[src/design/rpm_pkg.sv]
// constants, field layout and function codes of the remappable pin mux
// assumes one system clock, registers reached over a plain strobe port

package rpm_pkg;

  ////////////////////////////////////////////////////////////////////////
  // pin counts
  localparam int NUM_IN    = 4;
  localparam int NUM_OUT   = 6;
  localparam int NPROT_DEF = 8;

  ////////////////////////////////////////////////////////////////////////
  // register byte offsets, one word each
  localparam logic [7:0] IN_CFG0      = 8'h00;
  localparam logic [7:0] IN_CFG_LAST  = 8'h0C;
  localparam logic [7:0] OUT_CFG0     = 8'h10;
  localparam logic [7:0] OUT_CFG_LAST = 8'h24;
  localparam logic [7:0] PROT_NOREC   = 8'h28;
  localparam logic [7:0] PROT_ACTIVE  = 8'h2C;
  localparam logic [7:0] FUNC_STATUS  = 8'h30;
  localparam logic [7:0] IRQ_STATUS   = 8'h34;
  localparam logic [7:0] IRQ_CLEAR    = 8'h38;
  localparam logic [7:0] IRQ_ENABLE   = 8'h3C;
  localparam logic [7:0] PROT_CLEAR   = 8'h40;

  ////////////////////////////////////////////////////////////////////////
  // pin config fields
  localparam int FN_LSB    = 0;
  localparam int FN_W      = 2;
  localparam int INV_BIT   = 2;
  localparam int SENSE_BIT = 3;
  localparam int IN_CFG_W  = 4;
  localparam int OUT_CFG_W = 3;
  localparam int CLR_BIT   = 0;

  // reset values: default function per pin, no inversion, voltage sensing
  localparam logic [15:0] IN_CFG_RST  = 16'h0321;
  localparam logic [17:0] OUT_CFG_RST = 18'h000D1;
  localparam logic [4:0]  IRQ_EN_RST  = 5'h00;

  ////////////////////////////////////////////////////////////////////////
  // interrupt and function status bits
  localparam int IRQ_PROT_SET  = 0;
  localparam int IRQ_PIN_CLR   = 1;
  localparam int IRQ_REJECT    = 2;
  localparam int IRQ_IGN_CHG   = 3;
  localparam int IRQ_MAINS_CHG = 4;
  localparam int IRQ_W         = 5;
  localparam int ST_W          = 5;

  ////////////////////////////////////////////////////////////////////////
  // function codes, none first so a zero config is unassigned
  typedef enum logic [1:0] {IN_NONE, IN_IGNITION, IN_MAINS, IN_PROT_CLR} rpm_in_func_type;
  typedef enum logic [1:0] {OUT_NONE, OUT_CHG_IND, OUT_CHG_EN, OUT_PROT_IND} rpm_out_func_type;

endpackage

[src/design/rpm_in_cell.sv]
// one remappable input: two-stage synchroniser, then inversion
// assumes the pin level already resolved by the analog sense stage
`timescale 1ns/100ps
`default_nettype none
module rpm_in_cell (
  // clock and reset
  input  wire logic sys_clk,
  input  wire logic rst,
  // pin and setting
  input  wire logic pin_raw,
  input  wire logic invert,
  // resolved level
  output logic      level_q
);

  logic       sync_a_q;  // first stage, read only by sync_b_q
  logic       sync_b_q;  // second stage
  logic [1:0] warm_q;    // helper: edges since reset, held at 3

  // synchroniser then inversion, so inversion never meets a metastable bit
  always_ff @(posedge sys_clk or posedge rst) begin
    if (rst) begin
      sync_a_q <= 1'b0;
      sync_b_q <= 1'b0;
      level_q  <= 1'b0;
    end else begin
      sync_a_q <= pin_raw;
      sync_b_q <= sync_a_q;
      level_q  <= sync_b_q ^ invert;
    end
  end

  // helper counter so the check skips the pipeline fill
  always_ff @(posedge sys_clk or posedge rst) begin
    if (rst) begin
      warm_q <= 2'h0;
    end else if (warm_q != 2'h3) begin
      warm_q <= warm_q + 2'h1;
    end
  end
endmodule
`default_nettype wire

[src/design/rpm_mux.sv]
// remappable pin function mux: pin configs, function routing,
// protection latch and interrupt status
// assumes pins asynchronous inputs, pad logic resolves open-drain enables
`timescale 1ns/100ps
`default_nettype none
module rpm_mux #(
  parameter int NPROT = rpm_pkg::NPROT_DEF
) (
  // clock and reset
  input  wire logic                       sys_clk,
  input  wire logic                       rst,
  // register port
  input  wire logic [7:0]                 reg_addr,
  input  wire logic [31:0]                reg_wdata,
  input  wire logic                       reg_wr,
  input  wire logic                       reg_rd,
  output logic      [31:0]                reg_rdata,
  // input pins
  input  wire logic [rpm_pkg::NUM_IN-1:0] gpi_in,
  output logic      [rpm_pkg::NUM_IN-1:0] gpi_pullup_en,
  // output pins
  output logic      [rpm_pkg::NUM_OUT-1:0] gpo_o,
  output logic      [rpm_pkg::NUM_OUT-1:0] gpo_oe,
  // core logic side
  input  wire logic [NPROT-1:0]           prot_event,
  input  wire logic [NPROT-1:0]           prot_recover,
  input  wire logic                       charge_request,
  input  wire logic                       charging_active,
  output logic                            ignition_state,
  output logic                            mains_present_input,
  output logic                            prot_any,
  output logic                            charger_en,
  // interrupt
  output logic                            irq
);

  localparam int NI = rpm_pkg::NUM_IN;
  localparam int NO = rpm_pkg::NUM_OUT;
  localparam int FL = rpm_pkg::FN_LSB;
  localparam int FW = rpm_pkg::FN_W;

  ////////////////////////////////////////////////////////////////////////
  // state
  logic [NI-1:0][rpm_pkg::IN_CFG_W-1:0]  in_cfg_q;    // per input pin
  logic [NO-1:0][rpm_pkg::OUT_CFG_W-1:0] out_cfg_q;   // per output pin
  logic [NPROT-1:0]                      prot_norec_q; // no auto recovery
  logic [NPROT-1:0]                      prot_act_q;  // active protections
  logic [NPROT-1:0]                      prot_act_d;
  logic [rpm_pkg::IRQ_W-1:0]             irq_stat_q;  // sticky events
  logic [rpm_pkg::IRQ_W-1:0]             irq_stat_d;
  logic [rpm_pkg::IRQ_W-1:0]             irq_en_q;    // interrupt enables
  logic                                  clr_prev_q;  // clear level, last cycle
  logic                                  ign_q;
  logic                                  mains_q;
  logic                                  prot_any_q;
  logic                                  chg_en_q;
  logic [31:0]                           rdata_q;
  logic [NI-1:0]                         pullup_q;

  ////////////////////////////////////////////////////////////////////////
  // address decode
  logic [7:0] out_off;   // offset inside the output config block
  logic [1:0] in_idx;    // addressed input pin
  logic [2:0] out_idx;   // addressed output pin
  logic       aligned;
  logic       in_hit;
  logic       out_hit;
  logic       norec_hit;
  logic       act_hit;
  logic       st_hit;
  logic       is_hit;
  logic       ic_hit;
  logic       ie_hit;
  logic       pc_hit;

  assign aligned   = (reg_addr[1:0] == 2'h0);
  assign out_off   = reg_addr - rpm_pkg::OUT_CFG0;
  assign in_idx    = reg_addr[3:2];
  assign out_idx   = out_off[4:2];
  assign in_hit    = aligned && (reg_addr <= rpm_pkg::IN_CFG_LAST);
  assign out_hit   = aligned && (reg_addr >= rpm_pkg::OUT_CFG0) && (reg_addr <= rpm_pkg::OUT_CFG_LAST);
  assign norec_hit = (reg_addr == rpm_pkg::PROT_NOREC);
  assign act_hit   = (reg_addr == rpm_pkg::PROT_ACTIVE);
  assign st_hit    = (reg_addr == rpm_pkg::FUNC_STATUS);
  assign is_hit    = (reg_addr == rpm_pkg::IRQ_STATUS);
  assign ic_hit    = (reg_addr == rpm_pkg::IRQ_CLEAR);
  assign ie_hit    = (reg_addr == rpm_pkg::IRQ_ENABLE);
  assign pc_hit    = (reg_addr == rpm_pkg::PROT_CLEAR);

  ////////////////////////////////////////////////////////////////////////
  // per pin: duplicate check, write enable, function selects
  logic [FW-1:0] wr_func;   // function code being written
  logic [NI-1:0] in_dup;    // another input already holds it
  logic [NO-1:0] out_dup;   // another output already holds it
  logic [NI-1:0] in_we;
  logic [NO-1:0] out_we;
  logic          in_reject;
  logic          out_reject;
  logic [NI-1:0] lvl;       // synchronised, inverted input levels
  logic [NI-1:0] ign_sel;
  logic [NI-1:0] mains_sel;
  logic [NI-1:0] clr_sel;
  logic [NO-1:0] ind_sel;
  logic [NO-1:0] en_sel;
  logic [NO-1:0] pind_sel;

  assign wr_func = reg_wdata[FL +: FW];

  // input pins carry only input codes, since every value of the 2-bit function field is one
  for (genvar i = 0; i < NI; i++) begin : g_in
    // a code of none never clashes, so pins can always be freed
    assign in_dup[i]    = (in_cfg_q[i][FL +: FW] == wr_func) && (in_idx != 2'(i))
                          && (wr_func != rpm_pkg::IN_NONE);
    assign in_we[i]     = reg_wr && in_hit && (in_idx == 2'(i)) && !in_reject;
    assign ign_sel[i]   = (in_cfg_q[i][FL +: FW] == rpm_pkg::IN_IGNITION);
    assign mains_sel[i] = (in_cfg_q[i][FL +: FW] == rpm_pkg::IN_MAINS);
    assign clr_sel[i]   = (in_cfg_q[i][FL +: FW] == rpm_pkg::IN_PROT_CLR);

    // whole word lands in one edge: function, inversion and sensing at once
    always_ff @(posedge sys_clk or posedge rst) begin
      if (rst) begin
        in_cfg_q[i] <= rpm_pkg::IN_CFG_RST[i*rpm_pkg::IN_CFG_W +: rpm_pkg::IN_CFG_W];
      end else if (in_we[i]) begin
        in_cfg_q[i] <= reg_wdata[rpm_pkg::IN_CFG_W-1:0];
      end
    end

    // sync and inversion cell
    rpm_in_cell u_in (
      .sys_clk (sys_clk),
      .rst     (rst),
      .pin_raw (gpi_in[i]),
      .invert  (in_cfg_q[i][rpm_pkg::INV_BIT]),
      .level_q (lvl[i])
    );
  end

  assign in_reject = |in_dup;

  for (genvar i = 0; i < NO; i++) begin : g_out
    logic func_on;  // function level for this pin
    assign out_dup[i]  = (out_cfg_q[i][FL +: FW] == wr_func) && (out_idx != 3'(i))
                         && (wr_func != rpm_pkg::OUT_NONE);
    assign out_we[i]   = reg_wr && out_hit && (out_idx == 3'(i)) && !out_reject;
    assign ind_sel[i]  = (out_cfg_q[i][FL +: FW] == rpm_pkg::OUT_CHG_IND);
    assign en_sel[i]   = (out_cfg_q[i][FL +: FW] == rpm_pkg::OUT_CHG_EN);
    assign pind_sel[i] = (out_cfg_q[i][FL +: FW] == rpm_pkg::OUT_PROT_IND);
    assign func_on     = (ind_sel[i] && charging_active)
                         || (en_sel[i] && chg_en_q)
                         || (pind_sel[i] && prot_any_q);

    always_ff @(posedge sys_clk or posedge rst) begin
      if (rst) begin
        out_cfg_q[i] <= rpm_pkg::OUT_CFG_RST[i*rpm_pkg::OUT_CFG_W +: rpm_pkg::OUT_CFG_W];
      end else if (out_we[i]) begin
        out_cfg_q[i] <= reg_wdata[rpm_pkg::OUT_CFG_W-1:0];
      end
    end

    // open-drain driver cell
    rpm_od_cell u_od (
      .sys_clk  (sys_clk),
      .rst      (rst),
      .assigned (out_cfg_q[i][FL +: FW] != rpm_pkg::OUT_NONE),
      .func_on  (func_on),
      .invert   (out_cfg_q[i][rpm_pkg::INV_BIT]),
      .pin_o    (gpo_o[i]),
      .pin_oe_q (gpo_oe[i])
    );
  end

  assign out_reject = |out_dup;

  ////////////////////////////////////////////////////////////////////////
  // input function resolution; at most one select bit is set per function
  logic ign_d;
  logic mains_d;
  logic clr_lvl;
  logic clr_pulse;
  logic sw_clr;
  logic clr_all;

  assign ign_d     = |(ign_sel & lvl);
  assign mains_d   = |(mains_sel & lvl);
  assign clr_lvl   = |(clr_sel & lvl);
  assign clr_pulse = clr_lvl && !clr_prev_q;
  assign sw_clr    = reg_wr && pc_hit && reg_wdata[rpm_pkg::CLR_BIT];
  assign clr_all   = clr_pulse || sw_clr;

  // voltage sensing leaves the pull-up off so an open pin reads low,
  // ground sensing turns it on so an open pin reads high
  always_ff @(posedge sys_clk or posedge rst) begin
    if (rst) begin
      pullup_q <= '0;
    end else begin
      for (int i = 0; i < NI; i++) begin
        pullup_q[i] <= in_cfg_q[i][rpm_pkg::SENSE_BIT];
      end
    end
  end

  assign gpi_pullup_en = pullup_q;

  ////////////////////////////////////////////////////////////////////////
  // protection latch: a new event beats any clear in the same cycle
  logic [NPROT-1:0] clr_mask;

  assign clr_mask   = {NPROT{clr_all}} | (prot_recover & ~prot_norec_q);
  assign prot_act_d = (prot_act_q & ~clr_mask) | prot_event;

  always_ff @(posedge sys_clk or posedge rst) begin
    if (rst) begin
      prot_act_q <= '0;
      prot_any_q <= 1'b0;
      chg_en_q   <= 1'b0;
    end else begin
      prot_act_q <= prot_act_d;
      prot_any_q <= |prot_act_d;
      chg_en_q   <= charge_request && !(|prot_act_d);
    end
  end

  // registered input function levels and clear edge history
  always_ff @(posedge sys_clk or posedge rst) begin
    if (rst) begin
      ign_q      <= 1'b0;
      mains_q    <= 1'b0;
      clr_prev_q <= 1'b0;
    end else begin
      ign_q      <= ign_d;
      mains_q    <= mains_d;
      clr_prev_q <= clr_lvl;
    end
  end

  assign ignition_state      = ign_q;
  assign mains_present_input = mains_q;
  assign prot_any            = prot_any_q;
  assign charger_en          = chg_en_q;

  ////////////////////////////////////////////////////////////////////////
  // interrupts: sticky status, set wins over clear
  logic [rpm_pkg::IRQ_W-1:0] irq_ev;
  logic [rpm_pkg::IRQ_W-1:0] irq_clr;

  assign irq_ev[rpm_pkg::IRQ_PROT_SET]  = |(prot_event & ~prot_act_q);
  assign irq_ev[rpm_pkg::IRQ_PIN_CLR]   = clr_pulse;
  assign irq_ev[rpm_pkg::IRQ_REJECT]    = reg_wr && ((in_hit && in_reject) || (out_hit && out_reject));
  assign irq_ev[rpm_pkg::IRQ_IGN_CHG]   = (ign_d != ign_q);
  assign irq_ev[rpm_pkg::IRQ_MAINS_CHG] = (mains_d != mains_q);
  assign irq_clr    = (reg_wr && ic_hit) ? reg_wdata[rpm_pkg::IRQ_W-1:0] : '0;
  assign irq_stat_d = (irq_stat_q & ~irq_clr) | irq_ev;

  always_ff @(posedge sys_clk or posedge rst) begin
    if (rst) begin
      irq_stat_q   <= '0;
      irq_en_q     <= rpm_pkg::IRQ_EN_RST;
      prot_norec_q <= '0;
    end else begin
      irq_stat_q <= irq_stat_d;
      if (reg_wr && ie_hit) begin
        irq_en_q <= reg_wdata[rpm_pkg::IRQ_W-1:0];
      end
      if (reg_wr && norec_hit) begin
        prot_norec_q <= reg_wdata[NPROT-1:0];
      end
    end
  end

  // level output, high while an enabled status bit stands
  assign irq = |(irq_stat_q & irq_en_q);

  ////////////////////////////////////////////////////////////////////////
  // read path: data stands only in the cycle after the strobe
  logic [rpm_pkg::ST_W-1:0] func_st;
  logic [31:0]              rd_word;

  assign func_st = {chg_en_q, charging_active, prot_any_q, mains_q, ign_q};
  assign rd_word = in_hit    ? {{(32-rpm_pkg::IN_CFG_W){1'b0}}, in_cfg_q[in_idx]} :
                   out_hit   ? {{(32-rpm_pkg::OUT_CFG_W){1'b0}}, out_cfg_q[out_idx]} :
                   norec_hit ? {{(32-NPROT){1'b0}}, prot_norec_q} :
                   act_hit   ? {{(32-NPROT){1'b0}}, prot_act_q} :
                   st_hit    ? {{(32-rpm_pkg::ST_W){1'b0}}, func_st} :
                   is_hit    ? {{(32-rpm_pkg::IRQ_W){1'b0}}, irq_stat_q} :
                   ie_hit    ? {{(32-rpm_pkg::IRQ_W){1'b0}}, irq_en_q} :
                   32'h00000000;

  always_ff @(posedge sys_clk or posedge rst) begin
    if (rst) begin
      rdata_q <= 32'h00000000;
    end else begin
      rdata_q <= reg_rd ? rd_word : 32'h00000000;
    end
  end

  assign reg_rdata = rdata_q;
endmodule
`default_nettype wire

[src/design/rpm_od_cell.sv]
// one remappable output driven open-drain
// assumes an external pull-up; the pad resolves level from the enable
`timescale 1ns/100ps
`default_nettype none
module rpm_od_cell (
  // clock and reset
  input  wire logic sys_clk,
  input  wire logic rst,
  // function side
  input  wire logic assigned,
  input  wire logic func_on,
  input  wire logic invert,
  // pad side
  output logic      pin_o,
  output logic      pin_oe_q
);

  // data is always low: the pin is only ever pulled down
  assign pin_o = 1'b0;

  // pull low while the function level xor invert is set, release when unassigned
  always_ff @(posedge sys_clk or posedge rst) begin
    if (rst) begin
      pin_oe_q <= 1'b0;
    end else begin
      pin_oe_q <= assigned & (func_on ^ invert);
    end
  end
endmodule
`default_nettype wire

[config.mk]
export PLATFORM = sky130hd
export DESIGN_NAME = rpm_mux
export DESIGN_NICKNAME = d
export VERILOG_FILES = /design/src/design/rpm_pkg.sv /design/src/design/rpm_in_cell.sv /design/src/design/rpm_mux.sv /design/src/design/rpm_od_cell.sv
export SDC_FILE = /design/constraint.sdc
export NUM_CORES = 1
export LEC_CHECK = 0
export BUFFER_PORTS_ARGS = -buffer_cell sky130_fd_sc_hd__clkbuf_2
export CAP_MARGIN = 5
export CORE_AREA = 2 2 102 104
export DETAILED_ROUTE_END_ITERATION = 10
export DIE_AREA = 0 0 104 106
export PLACE_DENSITY = 0.79
export SLEW_MARGIN = 40
export SYNTH_ARGS = -nofsm -noshare
export SYNTH_HDL_FRONTEND = slang
export SYNTH_HIERARCHICAL = 1
export SYNTH_SLANG_ARGS = --single-unit
[constraint.sdc]
create_clock -name sys_clk -period 8.1 [get_ports sys_clk]
set_clock_uncertainty 0.2 [all_clocks]
set_input_delay 1.62 -clock sys_clk [delete_from_list [all_inputs] [get_ports sys_clk]]
set_output_delay 1.62 -clock sys_clk [all_outputs]
set_load 0.02 [all_outputs]
# ---- Word-level counts from Yosys, hierarchy flattened
# Cells that the tools add are included.
dict set report op_classes {
  eq_ne 65
  reduce_logical 111
  muxes 13
  magnitude_cmp 5
  bitwise_logic 31
  addsub 1
}
# op count
set ops {}
lappend ops {{logical AND 1 bit} 73}
lappend ops {{== test 8 x 6 -> 1 bit, second input constant} 6}
lappend ops {{== test 2 bit, second input constant} 22}
lappend ops {{2-to-1 mux 8 bit} 5}
lappend ops {{AND 8 bit} 3}
lappend ops {{NOT 8 bit} 3}
lappend ops {{== test 2 x 1 -> 1 bit, second input constant} 11}
lappend ops {{== test 2 bit} 10}
lappend ops {{2-to-1 mux 5 bit} 4}
lappend ops {{bitwise OR 8 bit} 2}
lappend ops {{nonzero test 2 bit} 8}
lappend ops {{OR reduction 4 bit} 4}
lappend ops {{OR reduction 8 bit} 2}
lappend ops {{logical OR 1 bit} 14}
lappend ops {{AND 4 bit} 3}
lappend ops {{AND 5 bit} 2}
lappend ops {{XOR 1 bit} 10}
lappend ops {{binary-select mux 3 bit (select 3 bit)} 1}
lappend ops {{binary-select mux 4 bit (select 2 bit)} 1}
lappend ops {{== test 8 x 7 -> 1 bit, second input constant} 1}
lappend ops {{>= comparator 8 x 5 -> 1 bit, second input constant} 1}
lappend ops {{less-or-equal comparator 8 x 4 -> 1 bit, second input constant} 1}
lappend ops {{less-or-equal comparator 8 x 6 -> 1 bit, second input constant} 1}
lappend ops {{AND 1 bit} 6}
lappend ops {{other kinds (22)} 32}
dict set report word_totals {
  in_bits 66
  out_inout_bits 53
  elab_cells 265
  reg_bits 95
}

# ---- Depth between registers and ports, before layout
# Gate-level depths: netlist of run 1.
dict set report depth {
  ltp_word 12
  depth_mapped 9
  depth_no_buf 6
}

# ---- Cells and area by module
# Netlist of run 1, hierarchy kept.
# mod cells_each area_per_inst_um2 n_inst seq_area_each_um2
set by_module_without_submodules {}
lappend by_module_without_submodules {rpm_mux 440 4609.4 1 1936.9}
lappend by_module_without_submodules {rpm_in_cell 5 87.6 4 75.1}
lappend by_module_without_submodules {rpm_od_cell 6 55.1 6 25.0}

# ---- Least setup slack after synthesis of run 1
# No wires, ideal clock.
dict set report synth_timing {
  kind {input port to flip-flop}
  startpoint {in reg_wdata[1]}
  endpoint {reg in_cfg_q[3] (netlist bit)}
  slack_ps 4577
  path_buffers 2
  setup_time_ps 125
  t_arrival_ps 3199
  required_time_ps 7775
  cell_stages 8
  path_cell_list {buf_4 -> buf_8 -> xor2_1 -> nor3_1 -> a31oi_1 -> a31oi_4 -> nor4_4 -> mux2_2}
}
dict set report synth_between {
  elab_chain_len 6
  elab_cells_between_ends 16
  classes_between {4 x eq/ne; 12 x reduce/logical}
}
# element line_no
set synth_lines {}
lappend synth_lines {{from (decl)} rpm_mux.sv:14} ;# input wire logic [31:0] reg_wdata,
lappend synth_lines {{== test 2 bit} rpm_mux.sv:112} ;# assign in_dup[i] = (in_cfg_q[i][FL +: FW] == wr_func) && (in_idx != 2'(i))
lappend synth_lines {{logical AND 1 bit} rpm_mux.sv:112}
lappend synth_lines {{logical AND 1 bit} rpm_mux.sv:113} ;# && (wr_func != rpm_pkg::IN_NONE);
lappend synth_lines {{OR reduction 4 bit (*)} rpm_mux.sv:138} ;# assign in_reject = |in_dup;
lappend synth_lines {{logical NOT 1 bit (*)} rpm_mux.sv:114} ;# assign in_we[i] = reg_wr && in_hit && (in_idx == 2'(i)) && !in_reject;
lappend synth_lines {{logical AND 1 bit (*)} rpm_mux.sv:114}
lappend synth_lines {{to (signal, indexed assignment)} rpm_mux.sv:122} ;# in_cfg_q[i] <= rpm_pkg::IN_CFG_RST[i*rpm_pkg::IN_CFG_W +: rpm_pkg::IN_CFG_W];
lappend synth_lines {{to (signal, indexed assignment)} rpm_mux.sv:124} ;# in_cfg_q[i] <= reg_wdata[rpm_pkg::IN_CFG_W-1:0];
lappend synth_lines {{to (decl)} rpm_mux.sv:44} ;# logic [NI-1:0][rpm_pkg::IN_CFG_W-1:0] in_cfg_q;
# Mark *: on every way between the ends. The rest lies on a longest branch, timed or not.
# A chain may end at the register's enable or synchronous reset.

# ---- Final worst setup path of run 1
dict set report layout_timing {
  startpoint {in reg_addr[3]}
  endpoint {reg out_cfg_q[11] (netlist bit)}
}
dict set report layout_between {
  elab_chain_len 7
  elab_cells_between_ends 29
  classes_between {1 x add/sub; 2 x order compare; 6 x eq/ne; 20 x reduce/logical}
}
# element line_no
set layout_lines {}
lappend layout_lines {{from (decl)} rpm_mux.sv:13} ;# input wire logic [7:0] reg_addr,
lappend layout_lines {{subtractor 5 bit} rpm_mux.sv:77} ;# assign out_off = reg_addr - rpm_pkg::OUT_CFG0;
lappend layout_lines {{inequality test 3 x 1 -> 1 bit, or another cell as far along} rpm_mux.sv:142} ;# assign out_dup[i] = (out_cfg_q[i][FL +: FW] == wr_func) && (out_idx != 3'(i))
lappend layout_lines {{logical AND 1 bit} rpm_mux.sv:142}
lappend layout_lines {{logical AND 1 bit} rpm_mux.sv:143} ;# && (wr_func != rpm_pkg::OUT_NONE);
lappend layout_lines {{OR reduction 6 bit} rpm_mux.sv:172} ;# assign out_reject = |out_dup;
lappend layout_lines {{logical NOT 1 bit} rpm_mux.sv:144} ;# assign out_we[i] = reg_wr && out_hit && (out_idx == 3'(i)) && !out_reject;
lappend layout_lines {{logical AND 1 bit (*)} rpm_mux.sv:144}
lappend layout_lines {{to (signal, indexed assignment)} rpm_mux.sv:154} ;# out_cfg_q[i] <= rpm_pkg::OUT_CFG_RST[i*rpm_pkg::OUT_CFG_W +: rpm_pkg::OUT_CFG_W];
lappend layout_lines {{to (signal, indexed assignment)} rpm_mux.sv:156} ;# out_cfg_q[i] <= reg_wdata[rpm_pkg::OUT_CFG_W-1:0];
lappend layout_lines {{to (decl)} rpm_mux.sv:45} ;# logic [NO-1:0][rpm_pkg::OUT_CFG_W-1:0] out_cfg_q;
# Marked as above.

==> results by group, run 1 <==
Yosys
  – Largest family of logic cells by synthesized area: simple AND/OR/NAND/NOR gates
  – FFs w/ async S/R, synth: 100%
  – Avg Inst Size Synth: 10.7 µm²
  – Simple-gate portion of the synthesized area: ~15%
  – Synth Area in Adders: 0%
  – Primary FF master, synth: dfrtp_1
  – Sequential fraction of the synthesis area: a little under half
  – Post-Synthesis Cells: just under 500
  – Number of flops mapped to enable cells by yosys: 0
  – Synthesized cell area: approximately 0.0053 mm²
  – Post-synthesis compound-gate area fraction: roughly an eighth
  – Fraction of synthesized cell area in xor and xnor cells: approximately 5.3%
  – Synthesized flop and latch total: 95
  – Syn. warnings: 6
  – Post-synthesis mux area share: between 10 and 15%
  – Post-synth cell types: 60

Drt
  – Drt drc: 0
  – Post-Route WL: roughly 12 mm
  – Initial DRC count: between 200 and 300
  – Wirelength per Cell: roughly 17 µm
  – Vias per cell: between 5 and 6
  – Detail Route Antenna Nets: 0
  – Via count: 3934
  – DR pass1 iterations: 5

Floorplanning
  – Starting density of the core: a little over half
  – Die ar.: 0.0110 mm²
  – FP Rows: 37
  – I/O pins: 119
  – Die W: between 100 and 150 µm
  – Die H: approximately 110 µm
  – Core ar.: about 0.010 mm²

Setup path
  – Crit path kind: in -> reg
  – Type of element launching the critical path: input port
  – Worst Path Arrival: ~4 ns
  – Largest stage delay on the critical path: roughly 0.57 ns
  – Critical Path, Cell by Cell: clkbuf_2 > nand2b_1 > a211oi_1 > a311oi_1 > o22ai_2 > nand2b_1 > mux2_1
  – Worst R2R Start: in_cfg_q[0]
  – Critical Path Fanout Max: 27
  – CP required: a little over 8 ns
  – Critical path startpoint: reg_addr[3]
  – Slowest CP cell: clkbuf_2
  – Most frequent CP cell: nand2b_1
  – Kind of end point of the critical path: register

Global routing
  – Vias in the first global route: about 3700
  – First-pass GRT wire length: between 15 and 20 mm
  – Gr ovfl total: 0
  – Initial antenna violation count: 0
  – Gr usage total: between 20 and 25%
  – Pin count of the biggest net entering global routing: approximately 80

Placed design
  – Input/output buffers: 64
  – Dpl hpwl: 8.42 mm
  – Gpl congestion: 0.969
  – Cell Area, Placed: about 0.0056 mm²
  – Pre-CTS WS: approximately 3.7 ns

Final layout
  – Commonest non-fill, non-tap cells in the layout: dfrtp_1 (87), clkbuf_2 (64), nand2_1 (45)
  – Fin nets: a little over 600
  – Post-route cell area: roughly 0.0057 mm²
  – Layout fillers: roughly 870
  – Area Growth Syn to Fin: 8.49%
  – Layout cells sized above 1: 29.7%
  – Diode count: 0
  – Commonest non-fill, non-tap cell in the layout: dfrtp_1

STA
  – Slew Viols, Final: 0
  – Crit share post-route: about half
  – Final Hold Fails: 0
  – RSZ-0062 raised after global routing: false
  – Min Tclk post-route: between 4 and 5 ns
  – Worst-margin pin slew: 0.762 ns
  – Max Clk Rate: between 200 and 250 MHz
  – Slew headroom: 49.2%
  – Final setup fails: 0
  – Hold_ws: about 0.15 ns
  – Final WS setup: 4.05 ns
  – TNS Setup: 0 ns

Clock network
  – Total CTS buffers: 9
  – PostCTS Resize Cnt: 0
  – CTS Hold Bufs: 0
  – CTS root buf: clkbuf_8
  – Clock tree buffer depth: 2
  – Clk slew on worst S/H paths: around 0.090 ns
  – Post-CTS Setup Bufs: 0
  – CTS tree: yes
  – Clk sink count: 95
  – Worst-Skew Late Latency: between 0.3 and 0.4 ns
  – # H-tree levels: 3

Hold path
  – Hold Path Class: reg -> reg
  – Hold path startpoint: g_in[0].u_in/sync_a_q

Pwr
  – Pleak: approximately 0.0027 µW
  – Pwr Density: about 160 mW/mm²
  – Worst vdd ir: ~110 µV

Run status
  – Run status: finished clean

Job
  – Max Cap Viol: 0
==> worst max-delay path: cells and delay by family <==
| family | cells | cell delay, ns |
|---|---|---|
| AOI/OAI and AO/OA | 3 | 0.92 |
| muxes | 1 | 0.32 |
| and+or+nand+nor | 2 | 0.66 |
| buffers and inverters | 1 | 0.57 |
==> cells by family (layout without fill, tap and decap cells) <==
family	count (synthesis)	in the layout
AND/OR/NAND/NOR	135	135
AO/OA/AOI/OAI	96	96
multiplexers	56	56
flip-flops	95	95
buffers and inverters	75	109
XOR/XNOR	32	32
other	7	30
==> state kept, by name (all words and copies together), names as in the netlist, 4 cells and up <==
| name | count |
|---|---|
| g_in.u_in/sync_b_q | 4 |
| prot_act_q | 8 |
| g_in.u_in/sync_a_q | 4 |
| reg_rdata | 8 |
| g_in.u_in/level_q | 4 |
| irq_en_q | 5 |
| in_cfg_q | 16 |
| out_cfg_q | 18 |
| prot_norec_q | 8 |
| irq_stat_q | 5 |
| gpi_pullup_en | 4 |
| g_out.u_od/pin_oe_q | 6 |
==> through the flow <==
stage,util [%],total power [µW],cells
global route,57.4,966,689
global placement,55.6,638,674
detailed placement,55.6,642,674
floorplan,-,616,519
finish,57.4,925,689
CTS,57.4,932,689
==> Yosys cell counts, types with 5 or more instances <==
cell type  count  area [µm²]
or2_2          8        50.1
mux2_2        44         495
a22oi_1       18         135
o22a_1         9        78.8
buf_4         33         248
xor2_1        12         105
and2_1         7        43.8
dfrtp_1       87        2180
conb_1         7        26.3
o21ai_0       25         125
o22ai_1       10        62.6
nand3_1       12        60.1
o21bai_1       5        37.5
nand2b_1       6        37.5
nand2_1       45         169
nor2_1        19        71.3
mux4_2         7         158
inv_1         29         109
buf_2          8        40.0
xnor2_1       20         175
dfstp_2        8         210
==> report_power, final <==
group / internal, µW / switching [µW]
clock network: 121 / 169
logic: 44.9 / 81.1
registers: 493 / 16.5
==> routing by layer <==
layer  GRT usage (%)  vias up  routed length (µm)
met3            4.05       20                 674
met2            35.9      173                5790
li1                -     1797                   -
met4            6.66        0                 211
met5               0        -                   0
met1            28.9     1944                5030
==> worst paths after layout <==
kind	end	slack (ns)	depth (start not counted)
worst max register to register	in_cfg_q[3]	5.60	6
worst max-delay path	out_cfg_q[11]	4.05	7
min in group asynchronous	g_out[0].u_od/pin_oe_q	1.03	2
worst min register to register	g_in[0].u_in/sync_b_q	0.15	0
max in group asynchronous	in_cfg_q[12]	5.80	3
worst min-delay path	g_in[0].u_in/sync_b_q	0.15	0
==> layout make-up <==
cell class	count	area, µm²	share of cell area (%)
sequential	95	2390	41.6
multi-input combinational	349	2560	44.6
clock buffer	10	138	2.40
clock inverter	5	41.3	0.719
tap	136	170	2.96
timing repair buffer	65	332	5.78
inverter	29	109	1.90
No activity file was read; power rests on OpenSTA's default activity.
==> inputs of run 2 (changes only) <==
==> constraint.sdc (replaced) <==
create_clock -name sys_clk -period 3.99 [get_ports sys_clk]
set_clock_uncertainty 0.2 [all_clocks]
set_input_delay 0.798 -clock sys_clk [delete_from_list [all_inputs] [get_ports sys_clk]]
set_output_delay 0.798 -clock sys_clk [all_outputs]
set_load 0.02 [all_outputs]
==> results by group, run 2 (synthesis gave the netlist of run 1 again) <==
Global routing
  – Vias in the first global route: 3842 (was 3712)
  – Gr ovfl total: 0 (unchanged)
  – First-pass GRT wire length: 19.4 mm (was 18.9 mm)
  – Pin count of the biggest net entering global routing: 31 (was 78)
  – Initial antenna violation count: 0 (unchanged)
  – Gr usage total: 22.3% (was 21.6%)

Floorplanning
  – Die H: 106 µm (unchanged)
  – Core ar.: 0.0100 mm² (unchanged)
  – Starting density of the core: 52.9% (unchanged)
  – FP Rows: 37 (unchanged)
  – I/O pins: 119 (unchanged)
  – Die ar.: 0.0110 mm² (unchanged)
  – Die W: 104 µm (unchanged)

Pwr
  – Flop pwr share: 53.6% (was 55.0%)
  – Comb pwr share: 13.4% (was 13.6%)
  – Pwr Density: 332 mW/mm² (was 161 mW/mm²)
  – Worst vdd ir: 220 µV (was 109 µV)
  – Pleak: 0.00277 µW (was 0.00274 µW)
  – Psw: 543 µW (was 267 µW)
  – P_int: 1390 µW (was 659 µW)
  – Clock share of power: 33.0% (was 31.3%)
  – Switching Share: 28.1% (was 28.8%)

STA
  – Crit share post-route: a little over 70%
  – Min Tclk post-route: roughly 2.9 ns
  – TNS Setup: 0 ns (unchanged)
  – RSZ-0062 raised after global routing: false (unchanged)
  – Slew headroom: 56.4% (was 49.2%)
  – Max Clk Rate: about 350 MHz
  – Worst-margin pin slew: 0.654 ns (was 0.762 ns)
  – Final Hold Fails: 0 (unchanged)
  – Slew Viols, Final: 0 (unchanged)
  – Final setup fails: 0 (unchanged)

Setup path
  – CP required: 4.04 ns (was 8.15 ns)
  – Worst Path Arrival: 2.95 ns (was 4.10 ns)
  – Type of element launching the critical path: input port (unchanged)
  – Crit path kind: in -> reg (unchanged)
  – Reg2reg setup slack: 1.51 ns (was 5.60 ns)
  – Worst R2R Path Depth: 6 (unchanged)
  – Critical Path Fanout Max: 24 (was 27)
  – Kind of end point of the critical path: register (unchanged)

Drt
  – Initial DRC count: 251 (was 296)
  – Via count: 3961 (was 3934)
  – DR pass1 iterations: 5 (unchanged)
  – Drt drc: 0 (unchanged)
  – Vias per cell: 5.68 (was 5.71)
  – Post-Route WL: 12.0 mm (was 11.7 mm)
  – Wirelength per Cell: 17.2 µm (was 17.0 µm)
  – Detail Route Antenna Nets: 0 (unchanged)

Placed design
  – Cell Area, Placed: 0.00561 mm² (was 0.00556 mm²)
  – Input/output buffers: 64 (unchanged)
  – Gpl congestion: 0.956 (was 0.969)
  – Dpl hpwl: 8.95 mm (was 8.42 mm)

Final layout
  – Top reg by flops: out_cfg_q (unchanged)
  – Commonest non-fill, non-tap cell in the layout: dfrtp_1 (unchanged)
  – Diode count: 0 (unchanged)
  – Number of flip-flops in the largest register: 18 (unchanged)
  – Fin nets: 622 (was 615)
  – Final core occ: 58.1% (was 57.4%)
  – Commonest non-fill, non-tap cells in the layout: dfrtp_1 (87), clkbuf_2 (64), nand2_1 (45) (unchanged)
  – Layout cells sized above 1: 30.5% (was 29.7%)
  – Layout fillers: 864 (was 871)
  – Regs by FF count: out_cfg_q x18, in_cfg_q x16 (unchanged)
  – Post-route cell area: 0.00581 mm² (was 0.00574 mm²)
  – Area Growth Syn to Fin: 9.74% (was 8.49%)

Job
  – Max Cap Viol: 0 (unchanged)

Clock network
  – Clock tree buffer depth: 2 (unchanged)
  – # H-tree levels: 3 (unchanged)
  – CTS root buf: clkbuf_8 (unchanged)
  – Total CTS buffers: 9 (unchanged)
  – CTS Hold Bufs: 0 (unchanged)
  – Post-CTS Setup Bufs: 0 (unchanged)
  – Clk slew on worst S/H paths: 0.10 ns (was 0.09 ns)
  – CTS tree: yes (unchanged)
  – PostCTS Resize Cnt: 0 (unchanged)
  – Worst-Skew Late Latency: 0.37 ns (was 0.36 ns)
  – Clk sink count: 95 (unchanged)

Hold path
  – WHS Path Cells: 0 (unchanged)
  – Hold Path Class: reg -> reg (unchanged)

Run status
  – Run status: finished clean (unchanged)
## run 2: changes by cell type in the layout (fill, tap and decap cells not counted)
cell        change
buf_4           +8
buf_6           -1
bufinv_16       +1
clkbuf_1        +1
clkbuf_8        -1
clkinv_4        -1
clkinvlp_4      +2
inv_6           -1
## run 2: per-layer routing
metal  track usage, %  vias to the layer above  part of all wire (%)
met5                0                        -                     0
met4             7.72                        0                   2.1
met3             3.86                       22                   5.5
met2             37.8                      145                    51
met1             29.1                     1985                    42
li1                 -                     1809                     -
## run 2: critical path, cell delays in order
cell	delay (ns)
clkbuf_2	0.38
xnor2_1	0.36
a211oi_1	0.11
a311oi_1	0.54
o22ai_2	0.27
nand2_1	0.15
mux2_1	0.34
## run 2: worst paths after layout
path,startpoint,to
worst max-delay path,reg_wdata[1],out_cfg_q[2]
worst min-delay path,g_in[0].u_in/sync_a_q,g_in[0].u_in/sync_b_q
worst max register to register,out_cfg_q[7],out_cfg_q[2]
worst min register to register,g_in[0].u_in/sync_a_q,g_in[0].u_in/sync_b_q
max in group asynchronous,rst,in_cfg_q[5]
min in group asynchronous,rst,g_out[3].u_od/pin_oe_q
## run 2: layout make-up
class	instances	area, µm²	area share, %
inverters	29	109	1.87
clock buffers	10	128	2.20
flip-flops and latches	95	2390	41.1
repair buffers	72	380	6.55
well taps	136	170	2.93
multi-input cells	349	2560	44.1
clock inverters	6	68.8	1.19
## run 2: per-stage QoR
stage	instances	hold WS (ns)	total power, µW	setup slack, ns
finish	697	0.155	1930	1.09
floorplan	519	0.131	1250	1.04
CTS	697	0.159	1940	1.12
detailed placement	681	0.138	1310	0.737
global placement	681	0.135	1300	0.811
global route	697	0.167	2010	0.954
## run 2: power by group through the flow
stage / clock, µW / sequential (µW) / combinational [µW]
final: 637 / 1030 / 259
after global routing: 690 / 1040 / 284
after CTS: 650 / 1030 / 259
after detailed placement: 0 / 1050 / 257
after global placement: 0 / 1050 / 252
after floorplan: 0 / 1050 / 206
==> inputs of run 3 (changes only) <==
==> constraint.sdc (replaced) <==
create_clock -name sys_clk -period 2.7 [get_ports sys_clk]
set_clock_uncertainty 0.2 [all_clocks]
set_input_delay 0.54 -clock sys_clk [delete_from_list [all_inputs] [get_ports sys_clk]]
set_output_delay 0.54 -clock sys_clk [all_outputs]
set_load 0.02 [all_outputs]
==> results by group, run 3 (synthesis gave the netlist of run 1 again) <==
Setup path
  – Cell family with the largest share of critical-path delay: flip-flops (was compound AO/OA/AOI/OAI gates)
  – Crit path kind: reg -> reg (was in -> reg)
  – Worst path buffer plus inverter count: 0 (was 1)
  – Worst Path Arrival: 2.42 ns (was 2.95 ns)
  – Slowest CP cell: dfstp_2 (was a311oi_1)
  – Critical Path, Cell by Cell: xor2_1 > nor3_1 > a31oi_1 > a31oi_4 > nor4_4 > mux2_2 (was clkbuf_2 > xnor2_1 > a211oi_1 > a311oi_1 > o22ai_2 > nand2_1 > mux2_1)
  – Critical Path Fanout Max: 6 (was 24)
  – Largest stage delay on the critical path: 0.61 ns (was 0.54 ns)
  – CP required: 2.76 ns (was 4.04 ns)
  – Kind of end point of the critical path: register (unchanged)
  – Type of element launching the critical path: register (was input port)

Drt
  – DR top layer: met4 (unchanged)
  – M1 WL: 5.33 mm (was 5.00 mm)
  – Detail Route Antenna Nets: 0 (unchanged)
  – Wirelength per Cell: 17.5 µm (was 17.2 µm)
  – Met3 wire len: 706 µm (was 663 µm)
  – Vias per cell: 5.74 (was 5.68)
  – Initial DRC count: 216 (was 251)
  – DR pass1 iterations: 5 (unchanged)
  – Post-Route WL: 12.5 mm (was 12.0 mm)
  – Met2 WL: 6.21 mm (was 6.07 mm)
  – Drt drc: 0 (unchanged)
  – Via count: 4120 (was 3961)

Floorplanning
  – Die W: 104 µm (unchanged)
  – Core ar.: 0.0100 mm² (unchanged)
  – Die ar.: 0.0110 mm² (unchanged)
  – Die H: 106 µm (unchanged)
  – Starting density of the core: 52.9% (unchanged)
  – I/O pins: 119 (unchanged)
  – FP Rows: 37 (unchanged)

Final layout
  – FF/Latch Area: 0.00239 mm² (unchanged)
  – Top reg by flops: out_cfg_q (unchanged)
  – Finished Layout Cells: 718 (was 697)
  – Commonest non-fill, non-tap cell in the layout: dfrtp_1 (unchanged)
  – Diode count: 0 (unchanged)
  – Number of flip-flops in the largest register: 18 (unchanged)
  – Area Growth Syn to Fin: 14.0% (was 9.74%)
  – Layout fillers: 849 (was 864)
  – Layout cells sized above 1: 33.0% (was 30.5%)
  – Fin nets: 643 (was 622)
  – Regs by FF count: out_cfg_q x18, in_cfg_q x16 (unchanged)
  – Multi-input gate area: 0.00256 mm² (unchanged)
  – Commonest non-fill, non-tap cells in the layout: dfrtp_1 (87), clkbuf_2 (64), nand2_1 (45) (unchanged)

Placed design
  – Dpl hpwl: 9.42 mm (was 8.95 mm)
  – Input/output buffers: 64 (unchanged)
  – Dpl cells: 701 (was 681)
  – Gpl congestion: 0.954 (was 0.956)

STA
  – Min Tclk post-route: about 2.4 ns
  – Slew Viols, Final: 0 (unchanged)
  – Crit share post-route: approximately 90%
  – TNS Setup: 0 ns (unchanged)
  – Max Clk Rate: ~420 MHz
  – Final Hold Fails: 0 (unchanged)
  – Slew headroom: 63.1% (was 56.4%)
  – Final setup fails: 0 (unchanged)
  – RSZ-0062 raised after global routing: false (unchanged)
  – Worst-margin pin slew: 0.548 ns (was 0.654 ns)

Run status
  – Run status: finished clean (unchanged)

Pwr
  – Flop pwr share: 50.2% (was 53.6%)
  – P_int: 2210 µW (was 1390 µW)
  – Switching Share: 27.6% (was 28.1%)
  – Clock share of power: 36.2% (was 33.0%)
  – Pwr Density: 505 mW/mm² (was 332 mW/mm²)
  – Comb pwr share: 13.6% (was 13.4%)
  – Psw: 841 µW (was 543 µW)
  – Pleak: 0.00292 µW (was 0.00277 µW)
  – Worst vdd ir: 383 µV (was 220 µV)

Clock network
  – CTS tree: yes (unchanged)
  – Worst-Skew Late Latency: 0.37 ns (about the same)
  – Clock tree buffer depth: 2 (unchanged)
  – PostCTS Resize Cnt: 0 (unchanged)
  – Clk sink count: 95 (unchanged)
  – # H-tree levels: 3 (unchanged)
  – CTS root buf: clkbuf_8 (unchanged)
  – Post-CTS Setup Bufs: 0 (unchanged)
  – Clk slew on worst S/H paths: 0.10 ns (about the same)
  – Total CTS buffers: 9 (unchanged)

Global routing
  – Initial antenna violation count: 0 (unchanged)
  – Vias in the first global route: 3954 (was 3842)
  – First-pass GRT wire length: 20.3 mm (was 19.4 mm)
  – Gr usage total: 23.4% (was 22.3%)
  – Gr ovfl total: 0 (unchanged)
  – Pin count of the biggest net entering global routing: 78 (was 31)

Job
  – Max Cap Viol: 0 (unchanged)

Hold path
  – Hold Path Class: in -> reg (was reg -> reg)
==> run 3: what timing repair did <==
action / 4_1_cts / 5_1_grt
hold endpoints to repair: 6 / 0
hold buffers: 1 / 0
endpoints found under the setup margin: 0 / 0
==> run 3: cell type report <==
type	count	area share, %
clock inverter	6	1.66
sequential	95	39.6
multi-input combinational	349	42.5
clock buffer	10	2.28
timing repair buffer	93	9.38
inverter	29	1.80
tap	136	2.82
==> run 3: path summary, 6_finish.rpt <==
path / start / to / slack, ns / cells after the start
max reg2reg: in_cfg_q[0] / in_cfg_q[2] / 0.34 / 6
min in group asynchronous: rst / g_out[0].u_od/pin_oe_q / 0.50 / 3
max in group asynchronous: rst / in_cfg_q[9] / 1.13 / 4
min: gpi_in[0] / g_in[0].u_in/sync_a_q / 0.08 / 1
max: in_cfg_q[0] / in_cfg_q[2] / 0.34 / 6
min reg2reg: g_in[0].u_in/sync_a_q / g_in[0].u_in/sync_b_q / 0.16 / 0
==> run 3: metal layers <==
layer  GRT usage [%]  vias up
li1                -     1863
met1            31.5     2060
met2            39.0      165
met3            3.68       32
met4            8.11        0
met5               0        -
==> run 3: stage by stage <==
step / util, % / hold slack [ns] / instance area, µm² / setup WS [ns] / total power [µW]
after global routing: 60.3 / 0.0712 / 6030 / 0.231 / 3170
after floorplan: - / 0.0687 / 5380 / 0.00656 / 1850
final: 60.3 / 0.0776 / 6030 / 0.337 / 3050
after detailed placement: 57.8 / 0.136 / 5780 / 0.0765 / 1970
after global placement: 57.8 / 0.137 / 5780 / 0.118 / 1950
after CTS: 60.3 / 0.0633 / 6030 / 0.316 / 3060
==> run 3: power groups by stage <==
| stage | sequential (µW) | combinational, µW | clock (µW) |
|---|---|---|---|
| after global routing | 1540 | 453 | 1180 |
| final | 1530 | 416 | 1100 |
| after floorplan | 1540 | 304 | 0 |
| after CTS | 1530 | 415 | 1120 |
| after detailed placement | 1560 | 412 | 0 |
| after global placement | 1550 | 401 | 0 |
